**config.mk**
```make
export PLATFORM = sky130hd
export DESIGN_NAME = uesc_ep_status_ctrl
export DESIGN_NICKNAME = d
export VERILOG_FILES = /design/src/rtl/uesc_pkg.sv /design/src/rtl/uesc_cmd_decode.sv /design/src/rtl/uesc_rd_port.sv /design/src/rtl/uesc_ep_status_ctrl.sv
export VERILOG_INCLUDE_DIRS = /design/src /design/src/rtl
export SDC_FILE = /design/constraint.sdc
export NUM_CORES = 1
export LEC_CHECK = 0
export BUFFER_PORTS_ARGS = -buffer_cell sky130_fd_sc_hd__buf_2
export CAP_MARGIN = 20
export CORE_ASPECT_RATIO = 0.9
export CORE_MARGIN = 5
export CORE_UTILIZATION = 30
export DETAILED_ROUTE_END_ITERATION = 8
export PLACE_DENSITY = 0.53
export SETUP_SLACK_MARGIN = 0.3
export SYNTH_ARGS = -nofsm -noshare
export SYNTH_HDL_FRONTEND = slang
export SYNTH_SLANG_ARGS = --single-unit
```
**constraint.sdc**
```tcl
create_clock -name sys_clk -period 3.4 [get_ports sys_clk]
set_input_delay 0.34 -clock sys_clk [delete_from_list [all_inputs] [get_ports sys_clk]]
set_output_delay 0.34 -clock sys_clk [all_outputs]
set_load 0.1 [all_outputs]
```
**src/rtl/uesc_cfg.svh**
```systemverilog
// Constants of the endpoint status and buffer control block.
`ifndef UESC_CFG_SVH
`define UESC_CFG_SVH

// ==========================================================
// Command code groups (upper nibble) and the single codes.
`define UESC_GRP_STALL    4'h4
`define UESC_GRP_READ     4'h5
`define UESC_GRP_VALIDATE 4'h6
`define UESC_GRP_CLEAR    4'h7
`define UESC_GRP_UNSTALL  4'h8
`define UESC_GRP_CHECK    4'hD
`define UESC_CODE_ACK     8'hF4

// ==========================================================
// Endpoint numbering in the low nibble.
`define UESC_EP_CTRL_OUT  4'h0
`define UESC_EP_CTRL_IN   4'h1
`define UESC_EP_COUNT     16

// ==========================================================
// Status byte field positions and reset value.
`define UESC_BIT_HALT     7
`define UESC_BIT_FULL1    6
`define UESC_BIT_FULL0    5
`define UESC_BIT_TOGGLE   4
`define UESC_BIT_CLOBBER  3
`define UESC_BIT_SETUP    2
`define UESC_BIT_HOST_CPU_BUFFER_SELECT   1
`define UESC_BIT_RSVD     0
`define UESC_STATUS_RST   8'h00

`endif

```
**src/rtl/uesc_pkg.sv**
```systemverilog
// Types shared by the endpoint status and buffer control block.
package uesc_pkg;

  // Decoded microcontroller command.
  typedef enum logic [2:0] {
    UESC_OP_NONE,
    UESC_OP_READ,
    UESC_OP_CHECK,
    UESC_OP_STALL,
    UESC_OP_UNSTALL,
    UESC_OP_VALIDATE,
    UESC_OP_CLEAR,
    UESC_OP_ACK
  } uesc_op_t;

  // Completed packet report from the serial engine.
  typedef struct packed {
    logic       done;
    logic [3:0] ep;
    logic       pid;
  } uesc_pkt_t;

endpackage

```
**src/rtl/uesc_cmd_decode.sv**
```systemverilog
// Command code classifier for the endpoint status block.
`timescale 1ns/1ns
`include "uesc_cfg.svh"

module uesc_cmd_decode (
  // Command phase byte.
  input  wire logic [7:0]     cmd_code,
  // Classified command.
  output uesc_pkg::uesc_op_t  op,
  output logic [3:0]          ep
);

  logic [3:0] grp;
  logic       is_ack;
  logic       valid_ok;
  logic       clear_ok;

  // Validate has no code for endpoint 0, clear none for endpoint 1.
  assign grp      = cmd_code[7:4];
  assign ep       = cmd_code[3:0];
  assign is_ack   = cmd_code == `UESC_CODE_ACK;
  assign valid_ok = ep != `UESC_EP_CTRL_OUT;
  assign clear_ok = ep != `UESC_EP_CTRL_IN;

  // Group selection.
  assign op = is_ack                                 ? uesc_pkg::UESC_OP_ACK      :
              (grp == `UESC_GRP_READ)                ? uesc_pkg::UESC_OP_READ     :
              (grp == `UESC_GRP_CHECK)               ? uesc_pkg::UESC_OP_CHECK    :
              (grp == `UESC_GRP_STALL)               ? uesc_pkg::UESC_OP_STALL    :
              (grp == `UESC_GRP_UNSTALL)             ? uesc_pkg::UESC_OP_UNSTALL  :
              (grp == `UESC_GRP_VALIDATE && valid_ok) ? uesc_pkg::UESC_OP_VALIDATE :
              (grp == `UESC_GRP_CLEAR && clear_ok)    ? uesc_pkg::UESC_OP_CLEAR    :
                                                       uesc_pkg::UESC_OP_NONE;

endmodule

```
**src/rtl/uesc_rd_port.sv**
```systemverilog
// One-byte data phase holder for status and check commands.
`timescale 1ns/1ns
`include "uesc_cfg.svh"

module uesc_rd_port (
  // Clock and reset.
  input  wire logic       sys_clk,
  input  wire logic       rst_b,
  // Load side, from the command phase.
  input  wire logic       load,
  input  wire logic       load_clears,
  input  wire logic [3:0] load_ep,
  input  wire logic [7:0] load_byte,
  // Data phase side.
  input  wire logic       data_rd,
  output logic [7:0]      rd_data,
  output logic            rd_pending,
  output logic            read_done,
  output logic [3:0]      read_ep
);

  typedef enum logic {UESC_RD_IDLE, UESC_RD_ARMED} uesc_rd_state_t;

  uesc_rd_state_t state_reg;
  uesc_rd_state_t state_next;
  logic           clears_reg;
  logic           take;

  // A read consumes the armed byte; a new load re-arms at once.
  assign take       = data_rd && state_reg == UESC_RD_ARMED;
  assign read_done  = take && clears_reg;
  assign rd_pending = state_reg == UESC_RD_ARMED;
  assign state_next = load ? UESC_RD_ARMED : (take ? UESC_RD_IDLE : state_reg);

  // Byte and owner are frozen at command time, so later events do not tear it.
  always_ff @(posedge sys_clk or negedge rst_b) begin
    if (!rst_b) begin
      state_reg  <= UESC_RD_IDLE;
      clears_reg <= 1'b0;
      read_ep    <= 4'h0;
      rd_data    <= `UESC_STATUS_RST;
    end else begin
      state_reg <= state_next;
      if (load) begin
        clears_reg <= load_clears;
        read_ep    <= load_ep;
        rd_data    <= load_byte;
      end
    end
  end

endmodule

```
**src/rtl/uesc_ep_status_ctrl.sv**
```systemverilog
// Per-endpoint status and buffer control of a full-speed device.
`timescale 1ns/1ns
`include "uesc_cfg.svh"

// Contract
// Codes 50..5F return the endpoint status byte
// Low code nibble selects endpoint zero to fifteen
// Status read clears that endpoint's interrupt bit
// Status bits read-only, reset to zero
// Stall sets halted flag, unstall clears it
// Stall 40..4F, unstall 80..8F, no data
// SETUP token unstalls a stalled control endpoint
// Firmware may re-stall after SETUP unstall
// Unstall reinitialises endpoint, flushes, restarts at DATA0
// Setup setup_clobbered_flag flag set; cleared by read after write
// Firmware checks setup_clobbered_flag flag before ack or stall
// Setup present flag while buffer holds setup
// Buffer select bit shows microcontroller buffer
// Full flags show primary and secondary buffer
// Toggle bit shows present packet data_toggle_flag
// Validate 61..6F fills the IN buffer
// Double buffering: validate and clear swap buffers
// Clear 70, 72..7F empties the OUT buffer
// Full OUT buffer NAKs until cleared
// Check D0..DF returns copy, clears nothing
// After setup, validate and clear wait for ack
// Reserved bit zero always reads zero
module uesc_ep_status_ctrl (
  // Clock and reset.
  input  wire logic                 sys_clk,
  input  wire logic                 rst_b,
  // Microcontroller command port.
  input  wire logic                 cmd_strobe,
  input  wire logic [7:0]           cmd_code,
  input  wire logic                 data_rd,
  output logic [7:0]                rd_data,
  output logic                      rd_pending,
  // Endpoint configuration from the rest of the device.
  input  wire logic [15:0]          ep_double,
  input  wire logic [15:0]          ep_is_in,
  // Serial engine events.
  input  wire logic                 setup_token,
  input  wire logic                 setup_written,
  input  wire uesc_pkg::uesc_pkt_t  pkt,
  // Answers to the serial engine and interrupt logic.
  output logic [15:0]               ep_nak,
  output logic [15:0]               ep_stalled,
  output logic [15:0]               ep_int_clr,
  output logic                      setup_locked
);

  // ==========================================================
  // Helpers.

  // True when the selected endpoint number is this slot.
  function automatic logic ep_hit(input logic [3:0] sel, input int unsigned idx);
    ep_hit = sel == idx[3:0];
  endfunction

  // Control endpoints are the first two slots.
  function automatic logic is_ctrl(input int unsigned idx);
    is_ctrl = idx < 2;
  endfunction

  // ==========================================================
  // Command phase decode.

  uesc_pkg::uesc_op_t op;
  logic [3:0]         cmd_ep;
  logic               op_read;
  logic               op_check;
  logic               op_stall;
  logic               op_unstall;
  logic               op_validate;
  logic               op_clear;
  logic               op_ack;
  logic [7:0]         sel_status;
  logic               read_done;
  logic [3:0]         read_ep;
  logic [7:0]         status_byte [`UESC_EP_COUNT];
  logic [15:0]        direction_in;

  uesc_cmd_decode u_decode (
    .cmd_code (cmd_code),
    .op       (op),
    .ep       (cmd_ep)
  );

  // Each command acts only in the cycle of its strobe.
  assign op_read     = cmd_strobe && op == uesc_pkg::UESC_OP_READ;
  assign op_check    = cmd_strobe && op == uesc_pkg::UESC_OP_CHECK;
  assign op_stall    = cmd_strobe && op == uesc_pkg::UESC_OP_STALL;
  assign op_unstall  = cmd_strobe && op == uesc_pkg::UESC_OP_UNSTALL;
  assign op_validate = cmd_strobe && op == uesc_pkg::UESC_OP_VALIDATE;
  assign op_clear    = cmd_strobe && op == uesc_pkg::UESC_OP_CLEAR;
  assign op_ack      = cmd_strobe && op == uesc_pkg::UESC_OP_ACK;

  // Endpoint 0 is always OUT and endpoint 1 always IN.
  assign direction_in = {ep_is_in[15:2], 2'b10};

  // The selected status byte feeds both read flavours.
  assign sel_status = status_byte[cmd_ep];

  // ==========================================================
  // Data phase.

  // The check command loads the same byte but never clears anything.
  uesc_rd_port u_rd_port (
    .sys_clk     (sys_clk),
    .rst_b       (rst_b),
    .load        (op_read || op_check),
    .load_clears (op_read),
    .load_ep     (cmd_ep),
    .load_byte   (sel_status),
    .data_rd     (data_rd),
    .rd_data     (rd_data),
    .rd_pending  (rd_pending),
    .read_done   (read_done),
    .read_ep     (read_ep)
  );

  // ==========================================================
  // Setup lock shared by both control endpoints.

  logic lock_reg;
  logic lock_next;

  // A new setup wins over an acknowledge in the same cycle.
  assign lock_next    = setup_token || (lock_reg && !op_ack);
  assign setup_locked = lock_reg;

  always_ff @(posedge sys_clk or negedge rst_b) begin
    if (!rst_b) begin
      lock_reg <= 1'b0;
    end else begin
      lock_reg <= lock_next;
    end
  end

  // ==========================================================
  // Per-endpoint state.

  genvar gi;
  generate
    for (gi = 0; gi < `UESC_EP_COUNT; gi++) begin : g_ep
      logic       halt_reg;
      logic       halt_next;
      logic [1:0] full_reg;
      logic [1:0] full_next;
      logic       toggle_reg;
      logic       toggle_next;
      logic       clob_reg;
      logic       clob_next;
      logic       setup_reg;
      logic       setup_next;
      logic       cpu_sel_reg;
      logic       cpu_sel_next;
      logic       usb_sel_reg;
      logic       usb_sel_next;
      logic       writing_reg;
      logic       writing_next;
      logic       cmd_here;
      logic       stall_here;
      logic       unstall_here;
      logic       setup_here;
      logic       reinit;
      logic       validate_here;
      logic       clear_here;
      logic       pkt_here;
      logic       read_here;
      logic       clob_set;
      logic       clob_clr;
      logic       written_here;
      logic       locked_here;
      logic       nak_here;

      // Event routing for this slot.
      assign cmd_here      = ep_hit(cmd_ep, gi);
      assign locked_here   = is_ctrl(gi) && lock_reg;
      assign stall_here    = op_stall && cmd_here;
      assign unstall_here  = op_unstall && cmd_here;
      assign setup_here    = setup_token && is_ctrl(gi);
      assign reinit        = unstall_here || setup_here;
      assign validate_here = op_validate && cmd_here && direction_in[gi] && !locked_here;
      assign clear_here    = op_clear && cmd_here && !direction_in[gi] && !locked_here;
      // A packet met with NAK was never taken, so its PID must not land in the status.
      assign pkt_here      = pkt.done && ep_hit(pkt.ep, gi) && !halt_reg && !nak_here;
      assign read_here     = read_done && ep_hit(read_ep, gi);
      assign written_here  = setup_written && gi == 0;

      // Setup_clobbered_flag is only meaningful on the OUT side, where setup data lands.
      assign clob_set = setup_here && gi == 0 && (setup_reg || writing_reg) && lock_reg && !halt_reg;
      assign clob_clr = read_here && !writing_reg;

      // Halt: a stall command in the same cycle wins, setup releases it.
      assign halt_next = stall_here ? 1'b1 : (reinit ? 1'b0 : halt_reg);

      // Setup_clobbered_flag flag: a new setup_clobbered_flag beats a clearing read.
      assign clob_next = clob_set || (clob_reg && !clob_clr);

      // Setup data arrives into the primary OUT buffer of endpoint 0.
      assign writing_next = setup_here && gi == 0 ? 1'b1 : (written_here ? 1'b0 : writing_reg);
      assign setup_next   = written_here ? 1'b1 : ((clear_here || reinit) ? 1'b0 : setup_reg);

      // Buffer steering: both sides advance only on double-buffered slots.
      assign cpu_sel_next = reinit ? 1'b0 :
                            ((validate_here || clear_here) && ep_double[gi]) ? ~cpu_sel_reg :
                            cpu_sel_reg;
      assign usb_sel_next = reinit ? 1'b0 :
                            (pkt_here && ep_double[gi]) ? ~usb_sel_reg : usb_sel_reg;

      // Fill state: reinitialise flushes, packets and commands move one buffer each.
      always_comb begin
        full_next = full_reg;
        if (reinit) begin
          full_next = 2'b00;
        end else begin
          if (validate_here) begin
            full_next[cpu_sel_reg] = 1'b1;
          end
          if (clear_here) begin
            full_next[cpu_sel_reg] = 1'b0;
          end
          if (pkt_here) begin
            full_next[usb_sel_reg] = !direction_in[gi];
          end
          if (written_here) begin
            full_next[0] = 1'b1;
          end
        end
      end

      // Toggle: restart at DATA0, OUT records the PID, IN flips after a send.
      assign toggle_next = (reinit || written_here) ? 1'b0 :
                           !pkt_here               ? toggle_reg :
                           direction_in[gi]        ? ~toggle_reg : pkt.pid;

      // State flops.
      always_ff @(posedge sys_clk or negedge rst_b) begin
        if (!rst_b) begin
          halt_reg    <= 1'b0;
          full_reg    <= 2'b00;
          toggle_reg  <= 1'b0;
          clob_reg    <= 1'b0;
          setup_reg   <= 1'b0;
          cpu_sel_reg <= 1'b0;
          usb_sel_reg <= 1'b0;
          writing_reg <= 1'b0;
        end else begin
          halt_reg    <= halt_next;
          full_reg    <= full_next;
          toggle_reg  <= toggle_next;
          clob_reg    <= clob_next;
          setup_reg   <= setup_next;
          cpu_sel_reg <= cpu_sel_next;
          usb_sel_reg <= usb_sel_next;
          writing_reg <= writing_next;
        end
      end

      // Status byte layout, read-only to the microcontroller.
      always_comb begin
        status_byte[gi]                    = `UESC_STATUS_RST;
        status_byte[gi][`UESC_BIT_HALT]    = halt_reg;
        status_byte[gi][`UESC_BIT_FULL1]   = full_reg[1];
        status_byte[gi][`UESC_BIT_FULL0]   = full_reg[0];
        status_byte[gi][`UESC_BIT_TOGGLE]  = toggle_reg;
        status_byte[gi][`UESC_BIT_CLOBBER] = clob_reg;
        status_byte[gi][`UESC_BIT_SETUP]   = setup_reg;
        status_byte[gi][`UESC_BIT_HOST_CPU_BUFFER_SELECT]  = cpu_sel_reg;
        status_byte[gi][`UESC_BIT_RSVD]    = 1'b0;
      end

      // Answers to the serial engine: OUT refuses while the USB-side buffer is full.
      assign nak_here       = direction_in[gi] ? !full_reg[usb_sel_reg] : full_reg[usb_sel_reg];
      assign ep_nak[gi]     = nak_here;
      assign ep_stalled[gi] = halt_reg;
      assign ep_int_clr[gi] = read_here;
    end
  endgenerate

endmodule

```
==> results of run 1 <==
## area by class of cell
cell class                      instances  area [µm²]  area share (%)
Tap cell                              396         495            4.92
Multi-Input combinational cell        708        4800            47.6
Timing Repair Buffer                  143         830            8.23
Inverter                               47         176            1.75
Antenna cell                            2        5.00          0.0497
Clock buffer                           19         433            4.29
Clock inverter                         13         140            1.39
Sequential cell                       128        3200            31.8
## worst max-delay path by stage
stage                     start  depth (start not counted)                                to
finish              cmd_code[1]                          8     g_ep[8].full_reg[0]$_DFF_PN0_
global route        cmd_code[2]                          9     g_ep[8].full_reg[1]$_DFF_PN0_
CTS                 cmd_code[1]                          8     g_ep[8].full_reg[0]$_DFF_PN0_
detailed placement  cmd_code[1]                          8     g_ep[8].full_reg[0]$_DFF_PN0_
global placement    cmd_code[1]                          8     g_ep[8].full_reg[1]$_DFF_PN0_
floorplan           cmd_code[0]                          7  u_rd_port.rd_data[6]$_DFFE_PN0P_
## Yosys cell counts (4+ instances only)
master       n
nor3_1      37
a21oi_1     22
xor2_1      10
a31o_2       6
o21ai_0     25
nor2b_1     22
mux2_2      15
a221oi_1     6
nand3b_1     4
mux4_2      30
nor2_1     113
or4_1       11
mux2i_1     25
or4b_1       6
nor4b_1      5
o22ai_1      7
a21o_1      10
dfrtp_1    128
nand2b_1    12
or3_1       18
buf_2       18
a31oi_1     21
nand4_1     16
nand2_1    102
o211ai_1    15
nor4_1      15
xnor2_1     25
clkbuf_1    27
buf_4       55
a211oi_1    18
inv_1       47
o21ai_1      5
and2_1       4
and3_1      11
a2111oi_0    7
nand3_1     37
## critical path, cell delays in order
cell and delay (ps):
buf_2 240, or4b_4 610, nor2_1 160, o31a_1 480
and3_1 260, buf_4 260, a31oi_1 120, nor4_1 350
## power by group through the flow
stage	registers, mW	logic [mW]	clock network (mW)
4_1_cts	1.83	1.39	1.87
3_5_place_dp	1.86	1.38	0
2_1_floorplan	1.90	1.06	0
5_1_grt	1.86	1.46	1.93
3_3_place_gp	1.86	1.37	0
6_report	1.84	1.38	1.84
## cell families (layout without fill, tap and decap cells)
family,count (synthesis),in the layout,synth area share (%)
flip-flops,128,128,36.4
AO/OA/AOI/OAI,173,173,13.7
AND/OR/NAND/NOR,429,429,24.7
other,1,3,0.0426
XOR/XNOR,35,35,3.48
buffers and inverters,152,222,9.25
multiplexers,70,70,12.4
## repair_timing
action                                  4_1_cts  5_1_grt
resized for setup                             0        0
hold buffers                                  1        0
endpoints found under the setup margin        0        0
hold endpoints to repair                     49        0
## metal layers
metal  routed length [µm]  up-vias
met2                12600      332
met1                13700     3870
met3                 2650       50
met5                   44        -
li1                     -     3668
met4                  639        8
==> results.md, run 1 <==
- Gr ovfl total: 0
- Total power: 5.06 mW
- Area of the die: 0.0329 mm²
- Final design utilization: 34.8%
- Cts bufs inserted: 17
- Status: completed
- Via density per instance: 5.45
- Initial antenna violation count: 6
- Synthesized flop and latch total: 128
- Nets: 1097
- Combinational share of power: 27.3%
- Setup bufs post-CTS: 0
- Clock latency at the later pin of the worst-skew pair: 430 ps
- Part of the cycle the worst path needs: 74.8%
- Number of standard cells after synthesis: 988
- Global-route wire length before repair: 45800 µm
- Clock root buffer: clkbuf_16
- Buffer levels on the longest clock path: 2
- Cell types with the largest area share after synthesis: dfrtp_1 (36%), mux4_2 (7.7%), nor2_1 (4.8%), buf_4 (4.7%), nand2_1 (4.3%)
- Register-to-register setup slack: 1340 ps
- Number of iterations in the first detailed-routing pass: 7
- Mapped Nets: 1040
- Area share of the leading cell type in the synthesized netlist: 36.4%
- Number of maximum-capacitance violations: 0
- Start point of the worst hold path: setup_written
- Unrepaired setup endpoints after global routing: no
- Sequential fraction of design power: 36.3%
- GRT met1 Usage: 26.5%
- Final setup violation count: 0
- Chip Width: 191 µm
- Clock skew after layout: 10.8 ps
- GRT Resource Usage Total: 18.0%
- EDFF count, synth: 0
- Min Hold Slack: 120 ps
- Instance count after placement with tap cells included: 1421
- Number of buffer cells added on primary ports: 106
- Placed cell area: 0.00949 mm²
- Reg2Reg Depth: 6
- Pin count of the biggest net entering global routing: 80
- Starting utilization of the core area: 30.4%
- Cell area after synthesis: 0.00880 mm²
- Startpoint type of the worst setup path: input pin
- Final count of hold timing violations: 0
- Filler cell count in the final layout: 3044
- Area of the core: 0.0289 mm²
- Net switching power of the design: 1.97 mW
- Met2 layer usage reported by global route: 25.5%
- Dpl hpwl: 22400 µm
- FF-to-FF End: g_ep[6].full_reg[0]$_DFF_PN0_
- Std-Cell Rows: 59
- Share of synthesized area occupied by flip-flops and latches: 36.4%
- End point of the worst hold path: g_ep[0].toggle_reg$_DFFE_PN0P_
- Actual slew at the worst max-slew pin: 717 ps
- Total number of vias: 7928
- Worst Hold Class: input pin to flip-flop
- Post-layout worst setup margin: 856 ps
- GRT met3 Usage: 5.39%
- Post-synthesis cell type with the largest combined area: dfrtp_1
- Sum of routed wire length over all layers: 29700 µm
- Reg-to-Reg Start: g_ep[6].usb_sel_reg$_DFFE_PN0P_
- WS Path Type: input pin to flip-flop
- Final critical path time including I/O delays and setup: 2540 ps
- Async set-reset flop share out of synthesis: 100%
- Switching Fraction: 38.9%
- Average detailed-routed wire length per instance: 20.4 µm
- CTS clock-pin slew for the worst setup and hold paths: 60 ps
- Top_reg_cell synth: dfrtp_1
- Hold depth: 2
- Pint: 3.09 mW
- Number of nets still failing antenna checks after routing: 0
- Final Cell Area: 0.0101 mm²
- Final Max Tran Viols: 0
- Ports placed on the boundary: 110
- Number of sinks on the clock net: 128
- Worst vdd rail ir drop: 0.000382 V
- Max Fclk: 393 MHz
- Power per standard cell area: 502 mW/mm²
- Share of power burned in the clock network: 36.3%
- Height of the chip: 173 µm
- Data arrival time of the critical path: 2860 ps
- Clock tree from TritonCTS: done
- Remaining routing DRC violations: 0
- Nature of the critical path endpoint: flip-flop
- Pre-CTS setup slack: 422 ps
- DRC marker count from the first detailed-route iteration: 662
- Via count of the first global-routing pass: 7451
- Number of flip-flops in the largest register: 32
- Non-filler cells, final: 1456
- WP data required: 3710 ps
- Layout cells sized above 1: 22.6%
- Highest net fanout along the worst path: 18
- CTS H-tree depth: 4
- Warnings, synthesis: 0
- Synthesis-to-layout area growth: 14.5%
- Cell variety after synth: 70
- Total leakage power: 4.16 nW
- Commonest non-fill, non-tap cells in the layout: dfrtp_1 (128), nor2_1 (113), buf_2 (105)
- Worst slew margin relative to its limit: 51.7%
- Most Used Layer, Global Route: met1
- Leading cell type in the layout, fill and taps excluded: dfrtp_1
- Global placer's final weighted congestion: 0.891
- Summed negative setup slack over all endpoints: 0 ps
- Syn_area_per_cell: 8.91 µm²
Note: power is estimated with default switching activity, not from simulation.
==> run 2: changes to the inputs <==
--- a/config.mk
+++ b/config.mk
@@ -6,13 +6,14 @@
 export SDC_FILE = /design/constraint.sdc
 export NUM_CORES = 1
 export LEC_CHECK = 0
+export ABC_AREA = 1
 export BUFFER_PORTS_ARGS = -buffer_cell sky130_fd_sc_hd__buf_2
 export CAP_MARGIN = 20
 export CORE_ASPECT_RATIO = 0.9
 export CORE_MARGIN = 5
 export CORE_UTILIZATION = 30
 export DETAILED_ROUTE_END_ITERATION = 8
-export PLACE_DENSITY = 0.53
+export PLACE_DENSITY = 0.54
 export SETUP_SLACK_MARGIN = 0.3
 export SYNTH_ARGS = -nofsm -noshare
 export SYNTH_HDL_FRONTEND = slang
==> constraint.sdc (replaced) <==
create_clock -name sys_clk -period 2.32 [get_ports sys_clk]
set_input_delay 0.232 -clock sys_clk [delete_from_list [all_inputs] [get_ports sys_clk]]
set_output_delay 0.232 -clock sys_clk [all_outputs]
set_load 0.1 [all_outputs]
==> results.md, run 2 <==
- Status: completed
- Post-layout worst setup margin: 323 ps (-533 ps)
- Part of the cycle the worst path needs: 86.1%
- Final count of hold timing violations: 0 (unchanged)
- Number of sinks on the clock net: 128 (unchanged)
- Unrepaired setup endpoints after global routing: yes
- Cell variety after synth: 34 (-51%)
- Number of maximum-capacitance violations: 0 (unchanged)
- Placed cell area: 0.00937 mm² (-1.3%)
- Mapped Nets: 1416 (+36%)
- CTS H-tree depth: 4 (unchanged)
- Number of antenna diodes: 0 (-2)
- Combinational share of power: 28.1% (+0.8 points)
- Multi-input gate area in the final layout: 0.00432 mm² (-9.9%)
- Async set-reset flop share out of synthesis: 100% (unchanged)
- Max Fclk: 501 MHz
- DRC marker count from the first detailed-route iteration: 688 (+3.9%)
- Number of buffer cells added on primary ports: 106 (unchanged)
- Commonest cells in the synthesized netlist: nand2_1 (407), inv_1 (203), nor2_1 (199)
- Layout cells sized above 1: 14.4% (-8.2 points)
- Actual slew at the worst max-slew pin: 544 ps (-173 ps)
- Gr ovfl total: 0 (unchanged)
- Final design utilization: 35.8% (+0.99 points)
- Number of iterations in the first detailed-routing pass: 6 (-1)
- Highest net fanout along the worst path: 4 (-14)
- Std-Cell Rows: 59 (unchanged)
- Final Cell Area: 0.0103 mm² (+2.3%)
- Height of the chip: 172 µm (-0.48%)
- Total leakage power: 5.29 nW (+27%)
- Final setup violation count: 0 (unchanged)
- Leading cell type in the layout, fill and taps excluded: nand2_1
- WS Path Type: flip-flop to output pin
- Final Max Tran Viols: 0 (unchanged)
- Non-filler cells, final: 1815 (+25%)
- Met2 layer usage reported by global route: 28.9% (+3.4 points)
- Number of flip-flops in the largest register: 32 (unchanged)
- Average detailed-routed wire length per instance: 16.6 µm (-19%)
- Min Hold Slack: 15.2 ps (-105 ps)
- Number of standard cells after synthesis: 1364 (+38%)
- Via count of the first global-routing pass: 8194 (+10%)
- Net switching power of the design: 3.11 mW (+58%)
- Remaining routing DRC violations: 0 (unchanged)
- Critical path's largest stage delay: 360 ps (-250 ps)
- Area of the die: 0.0326 mm² (-0.97%)
- Worst slew margin relative to its limit: 63.6% (+12 points)
- WP data required: 2090 ps (-1620 ps)
- Clock skew after layout: 6.63 ps (-4.14 ps)
- Global-route wire length before repair: 46700 µm (+2.0%)
- Top_reg_cell synth: dfrtp_1
- Instance count after placement with tap cells included: 1782 (+25%)
- GRT Resource Usage Total: 18.4% (+0.46 points)
- Commonest non-fill, non-tap cells in the layout: nand2_1 (406), inv_1 (202), nor2_1 (182)
- Initial antenna violation count: 0 (-6)
- Filler cell count in the final layout: 3117 (+2.4%)
- Clock root buffer: clkbuf_16
- Nature of the critical path endpoint: output pin
- Pre-CTS setup slack: 323 ps (-99.1 ps)
- Startpoint type of the worst setup path: flip-flop
- Cts bufs inserted: 17 (unchanged)
- CP max-delay cell: dfrtp_2
- Area used by sequential logic in the layout: 0.00320 mm² (about the same)
- Clock latency at the later pin of the worst-skew pair: 430 ps (about the same)
- Nets: 1489 (+36%)
- Data arrival time of the critical path: 1760 ps (-1100 ps)
- Synthesized flop and latch total: 128 (unchanged)
- Dominant cell by count in the synthesized netlist: nand2_1
- Total number of vias: 8816 (+11%)
- Area of the core: 0.0288 mm² (-0.51%)
- Sequential fraction of design power: 34.1% (-2.2 points)
- GRT met1 Usage: 26.1% (-0.39 points)
- Power per standard cell area: 793 mW/mm² (+58%)
- Worst Hold Class: input pin to flip-flop
- Clock tree from TritonCTS: done
- Syn_area_per_cell: 6.39 µm² (-28%)
- Final critical path time including I/O delays and setup: 2000 ps
- Sum of routed wire length over all layers: 30100 µm (+1.3%)
- CTS clock-pin slew for the worst setup and hold paths: 60 ps (about the same)
- Warnings, synthesis: 0 (unchanged)
- GRT met3 Usage: 4.48% (-0.91 points)
- Global placer's final weighted congestion: 0.918 (+3.0%)
- Starting utilization of the core area: 30.3% (-0.16 points)
- Pint: 5.07 mW (+64%)
- Switching Fraction: 38.1% (-0.83 points)
- Share of power burned in the clock network: 37.8% (+1.5 points)
- EDFF count, synth: 0 (unchanged)
- Area share of the leading cell type in the synthesized netlist: 36.8% (+0.38 points)
- Cells traversed along the worst timing path: nand2_1 > nor4_4 > inv_2 > nor2_4 > buf_8
- Pin count of the biggest net entering global routing: 56 (-30%)
- Number of nets still failing antenna checks after routing: 0 (unchanged)
- Summed negative setup slack over all endpoints: 0 ps (unchanged)
- Cell types with the largest area share after synthesis: dfrtp_1 (37%), nand2_1 (18%), inv_1 (8.7%), nor2_1 (8.6%), buf_4 (4.7%)
- Cell area after synthesis: 0.00871 mm² (-1.0%)
- Chip Width: 190 µm (-0.49%)
- Synthesis-to-layout area growth: 18.3%
- Share of synthesized area occupied by flip-flops and latches: 36.8% (+0.38 points)
- Dpl hpwl: 23000 µm (+2.5%)
- Total power: 8.18 mW (+62%)
- Buffer levels on the longest clock path: 2 (unchanged)
- Via density per instance: 4.86 (-11%)
- Ports placed on the boundary: 110 (unchanged)
- Worst vdd rail ir drop: 0.000571 V (+50%)
- Post-synthesis cell type with the largest combined area: dfrtp_1
- Most Used Layer, Global Route: met2
==> run 2: final timing paths <==
| path | slack [ps] | end | start | depth (start not counted) |
|---|---|---|---|---|
| min in group asynchronous | 250 | g_ep[9].full_reg[1]$_DFF_PN0_ | rst_b | 2 |
| min | 20 | g_ep[0].writing_reg$_DFFE_PN0P_ | setup_written | 2 |
| max in group asynchronous | 1390 | u_rd_port.rd_pending$_DFFE_PN0P_ | rst_b | 3 |
| min reg2reg | 480 | u_rd_port.rd_data[4]$_DFFE_PN0P_ | u_rd_port.rd_data[4]$_DFFE_PN0P_ | 2 |
| max | 320 | ep_int_clr[3] | u_rd_port.rd_pending$_DFFE_PN0P_ | 5 |
| max reg2reg | 770 | u_rd_port.rd_data[1]$_DFFE_PN0P_ | g_ep[9].cpu_sel_reg$_DFFE_PN0P_ | 8 |
==> run 2: routing by layer <==
layer / vias to the layer above / wire (µm)
met5: - / 0
li1: 4396 / -
met2: 288 / 13600
met4: 0 / 284
met3: 19 / 2160
met1: 4113 / 14100
==> run 2: power groups by stage <==
stage	clock (mW)	combinational, mW	sequential (mW)
after global placement	0	2.22	2.81
after detailed placement	0	2.23	2.82
after global routing	3.24	2.51	2.83
final	3.09	2.30	2.79
after floorplan	0	1.67	2.92
after CTS	3.13	2.25	2.78
==> run 2: final cells by class <==
type,count,area share (%)
Multi-Input combinational cell,952,41.9
Sequential cell,128,31.1
Timing Repair Buffer,126,8.42
Inverter,212,7.74
Clock buffer,22,4.69
Tap cell,366,4.44
Clock inverter,9,1.73
==> run 2: logic make-up after synthesis <==
family / share of synthesized area [%]
buffers and inverters: 14.8
AOI/OAI and AO/OA: 11.7
other: 0.0430
xor gates and xnor gates: 0.201
and+or+nand+nor: 36.5
DFF: 36.8
==> run 2: worst max-delay path, delay by kind of cell, from the launching register on <==
kind / cells / cell delay (ps)
AND/OR/NAND/NOR: 3 / 590
buffers and inverters: 2 / 370
flip-flops: 1 / 360
==> run 2: what timing repair did <==
item,in CTS,in global routing
pin swaps,0,1
gates resized for setup,24,55
setup endpoints to repair,17,22
buffers inserted,0,0
hold buffers,2,0
hold endpoints to repair,28,0
==> run 3: changes to the inputs <==
--- a/config.mk
+++ b/config.mk
@@ -14,6 +14,7 @@
 export CORE_UTILIZATION = 30
 export DETAILED_ROUTE_END_ITERATION = 8
 export PLACE_DENSITY = 0.54
+export REMOVE_ABC_BUFFERS = 1
 export SETUP_SLACK_MARGIN = 0.3
 export SYNTH_ARGS = -nofsm -noshare
 export SYNTH_HDL_FRONTEND = slang
==> results.md, run 3 (synthesis results as in run 2) <==
- Remaining routing DRC violations: 0 (unchanged)
- Average detailed-routed wire length per instance: 15.6 µm (-5.8%)
- WS Path Type: flip-flop to output pin
- Global-route wire length before repair: 44700 µm (-4.3%)
- Area of the die: 0.0326 mm² (unchanged)
- Min Hold Slack: 18.8 ps (+3.60 ps)
- Startpoint type of the worst setup path: flip-flop
- Register-to-register setup slack: 710 ps (-60 ps)
- FF-to-FF End: g_ep[1].usb_sel_reg$_DFFE_PN0P_
- Total number of vias: 8754 (-0.70%)
- End point of the worst hold path: g_ep[0].writing_reg$_DFFE_PN0P_
- Highest net fanout along the worst path: 4 (unchanged)
- Final count of hold timing violations: 0 (unchanged)
- Combinational share of power: 29.2% (+1.1 points)
- Starting utilization of the core area: 30.3% (unchanged)
- Gr ovfl total: 0 (unchanged)
- Ports placed on the boundary: 110 (unchanged)
- Share of power burned in the clock network: 34.2% (-3.6 points)
- Final Max Tran Viols: 0 (unchanged)
- Final critical path time including I/O delays and setup: 1950 ps (-43.8 ps)
- Worst vdd rail ir drop: 0.000488 V (-15%)
- Max Fclk: 512 MHz (+2.2%)
- Number of sinks on the clock net: 128 (unchanged)
- Worst slew margin relative to its limit: 57.1% (-6.5 points)
- Post-layout worst setup margin: 367 ps (+43.8 ps)
- Number of iterations in the first detailed-routing pass: 8 (+2)
- CTS H-tree depth: 4 (unchanged)
- Pin count of the biggest net entering global routing: 46 (-18%)
- Worst Hold Class: input pin to flip-flop
- Net switching power of the design: 2.97 mW (-4.5%)
- Data arrival time of the critical path: 1720 ps (-40 ps)
- Layout cells sized above 1: 14.0% (-0.37 points)
- Initial antenna violation count: 3 (+3)
- Actual slew at the worst max-slew pin: 644 ps (+99.7 ps)
- Area of the core: 0.0288 mm² (unchanged)
- Number of buffer cells added on primary ports: 106 (unchanged)
- Commonest non-fill, non-tap cells in the layout: nand2_1 (407), inv_1 (203), nor2_1 (185)
- Pre-CTS setup slack: 377 ps (+54.3 ps)
- Number of flip-flops in the largest register: 32 (unchanged)
- Via count of the first global-routing pass: 8192 (-0.024%)
- Reg2Reg Depth: 5 (-3)
- Dpl hpwl: 22200 µm (-3.5%)
- Height of the chip: 172 µm (unchanged)
- GRT Resource Usage Total: 17.5% (-0.93 points)
- Chip Width: 190 µm (unchanged)
- Sequential fraction of design power: 36.6% (+2.5 points)
- Nature of the critical path endpoint: output pin
- Unrepaired setup endpoints after global routing: yes
- Filler cell count in the final layout: 3137 (+0.64%)
- DRC marker count from the first detailed-route iteration: 740 (+7.6%)
- Total leakage power: 5.25 nW (-0.69%)
- Final setup violation count: 0 (unchanged)
- Clock latency at the later pin of the worst-skew pair: 430 ps (about the same)
- Global placer's final weighted congestion: 0.895 (-2.5%)
- Nets: 1494 (+0.34%)
- CTS clock-pin slew for the worst setup and hold paths: 60 ps (about the same)
- WP data required: 2090 ps (about the same)
- Switching Fraction: 39.0% (+0.95 points)
- Buffer levels on the longest clock path: 2 (unchanged)
- Cts bufs inserted: 17 (unchanged)
- Number of maximum-capacitance violations: 0 (unchanged)
- Power per standard cell area: 751 mW/mm² (-5.3%)
- Pint: 4.65 mW (-8.3%)
- Clock skew after layout: 11.2 ps (+4.59 ps)
- Reg-to-Reg Start: g_ep[1].usb_sel_reg$_DFFE_PN0P_
- Part of the cycle the worst path needs: 84.2% (-1.9 points)
- Leading cell type in the layout, fill and taps excluded: nand2_1
- Number of nets still failing antenna checks after routing: 0 (unchanged)
- Via density per instance: 4.81 (-1.0%)
- Synthesis-to-layout area growth: 16.5%
- Hold depth: 2 (unchanged)
- Start point of the worst hold path: setup_written
- Sum of routed wire length over all layers: 28400 µm (-5.5%)
- Clock tree from TritonCTS: done
- Clock root buffer: clkbuf_16
- Status: completed
- Std-Cell Rows: 59 (unchanged)
==> run 3: cell types whose count changed in the layout (fill, tap and decap cells not counted), sizes merged <==
| cell | change |
|---|---|
| clkinv | +2 |
| buf | +8 |
| clkbuf | -3 |
| clkinvlp | -1 |
| diode | +3 |
| bufinv | -3 |
==> run 3: how the worst max path moves through the flow <==
stage                                     start                                to  cells past startpoint
2_1_floorplan  u_rd_port.rd_pending$_DFFE_PN0P_        g_ep[0].clob_reg$_DFF_PN0_                      7
3_3_place_gp                        cmd_code[1]  g_ep[11].cpu_sel_reg$_DFFE_PN0P_                     10
3_5_place_dp                        cmd_code[1]  g_ep[11].cpu_sel_reg$_DFFE_PN0P_                     10
4_1_cts        u_rd_port.rd_pending$_DFFE_PN0P_                     ep_int_clr[9]                      5
5_1_grt        u_rd_port.read_ep[1]$_DFFE_PN0P_                     ep_int_clr[3]                      5
6_report       u_rd_port.read_ep[1]$_DFFE_PN0P_                     ep_int_clr[3]                      5
==> run 3: layout make-up <==
type / count / area, µm² / share of cell area, %
Clock buffer: 22 / 464 / 4.57
Antenna cell: 3 / 7.51 / 0.0740
Tap cell: 366 / 458 / 4.51
Timing Repair Buffer: 131 / 855 / 8.42
Clock inverter: 7 / 87.6 / 0.863
Sequential cell: 128 / 3200 / 31.6
Multi-Input combinational cell: 952 / 4280 / 42.1
Inverter: 212 / 798 / 7.86
==> run 3: metal layers <==
| layer | up-vias | part of all wire [%] | global-route usage (%) |
|---|---|---|---|
| met4 | 0 | 2.4 | 6.48 |
| met2 | 270 | 45 | 27.7 |
| met3 | 48 | 6.0 | 3.04 |
| met1 | 4030 | 46 | 24.1 |
| met5 | - | 0 | 0 |
| li1 | 4406 | - | - |
==> run 3: power groups by stage <==
stage | Combinational (mW) | Sequential [mW] | Clock, mW
after global routing | 2.45 | 2.83 | 2.71
after floorplan | 1.36 | 3.07 | 0
after global placement | 2.19 | 2.82 | 0
after detailed placement | 2.21 | 2.82 | 0
after CTS | 2.22 | 2.79 | 2.63
final | 2.22 | 2.79 | 2.61
==> run 3: per-stage QoR <==
| step | TNS [ps] | instances | power [mW] | area [µm²] | utilization, % |
|---|---|---|---|---|---|
| floorplan | -18940 | 1292 | 4.42 | 8220 | - |
| global placement | 0 | 1787 | 5.01 | 9410 | 32.7 |
| detailed placement | 0 | 1787 | 5.03 | 9410 | 32.7 |
| CTS | 0 | 1818 | 7.64 | 10000 | 34.8 |
| global route | 0 | 1821 | 8.00 | 10200 | 35.3 |
| finish | 0 | 1821 | 7.62 | 10200 | 35.3 |
==> run 3: repair_timing <==
action                                 in CTS  in global routing
endpoints found under the hold margin      41                  0
hold buffers                                2                  0
setup endpoints to repair                  17                 18
cloned                                      0                  0
buffers inserted                            0                  0
resized for setup                          17                 35
==> run 3: critical path, cell delays in order (launching register included) <==
cell     delay (ps)
dfrtp_1         360
inv_1           110
nor4_2          250
inv_1           160
nor2_2          170
buf_6           250
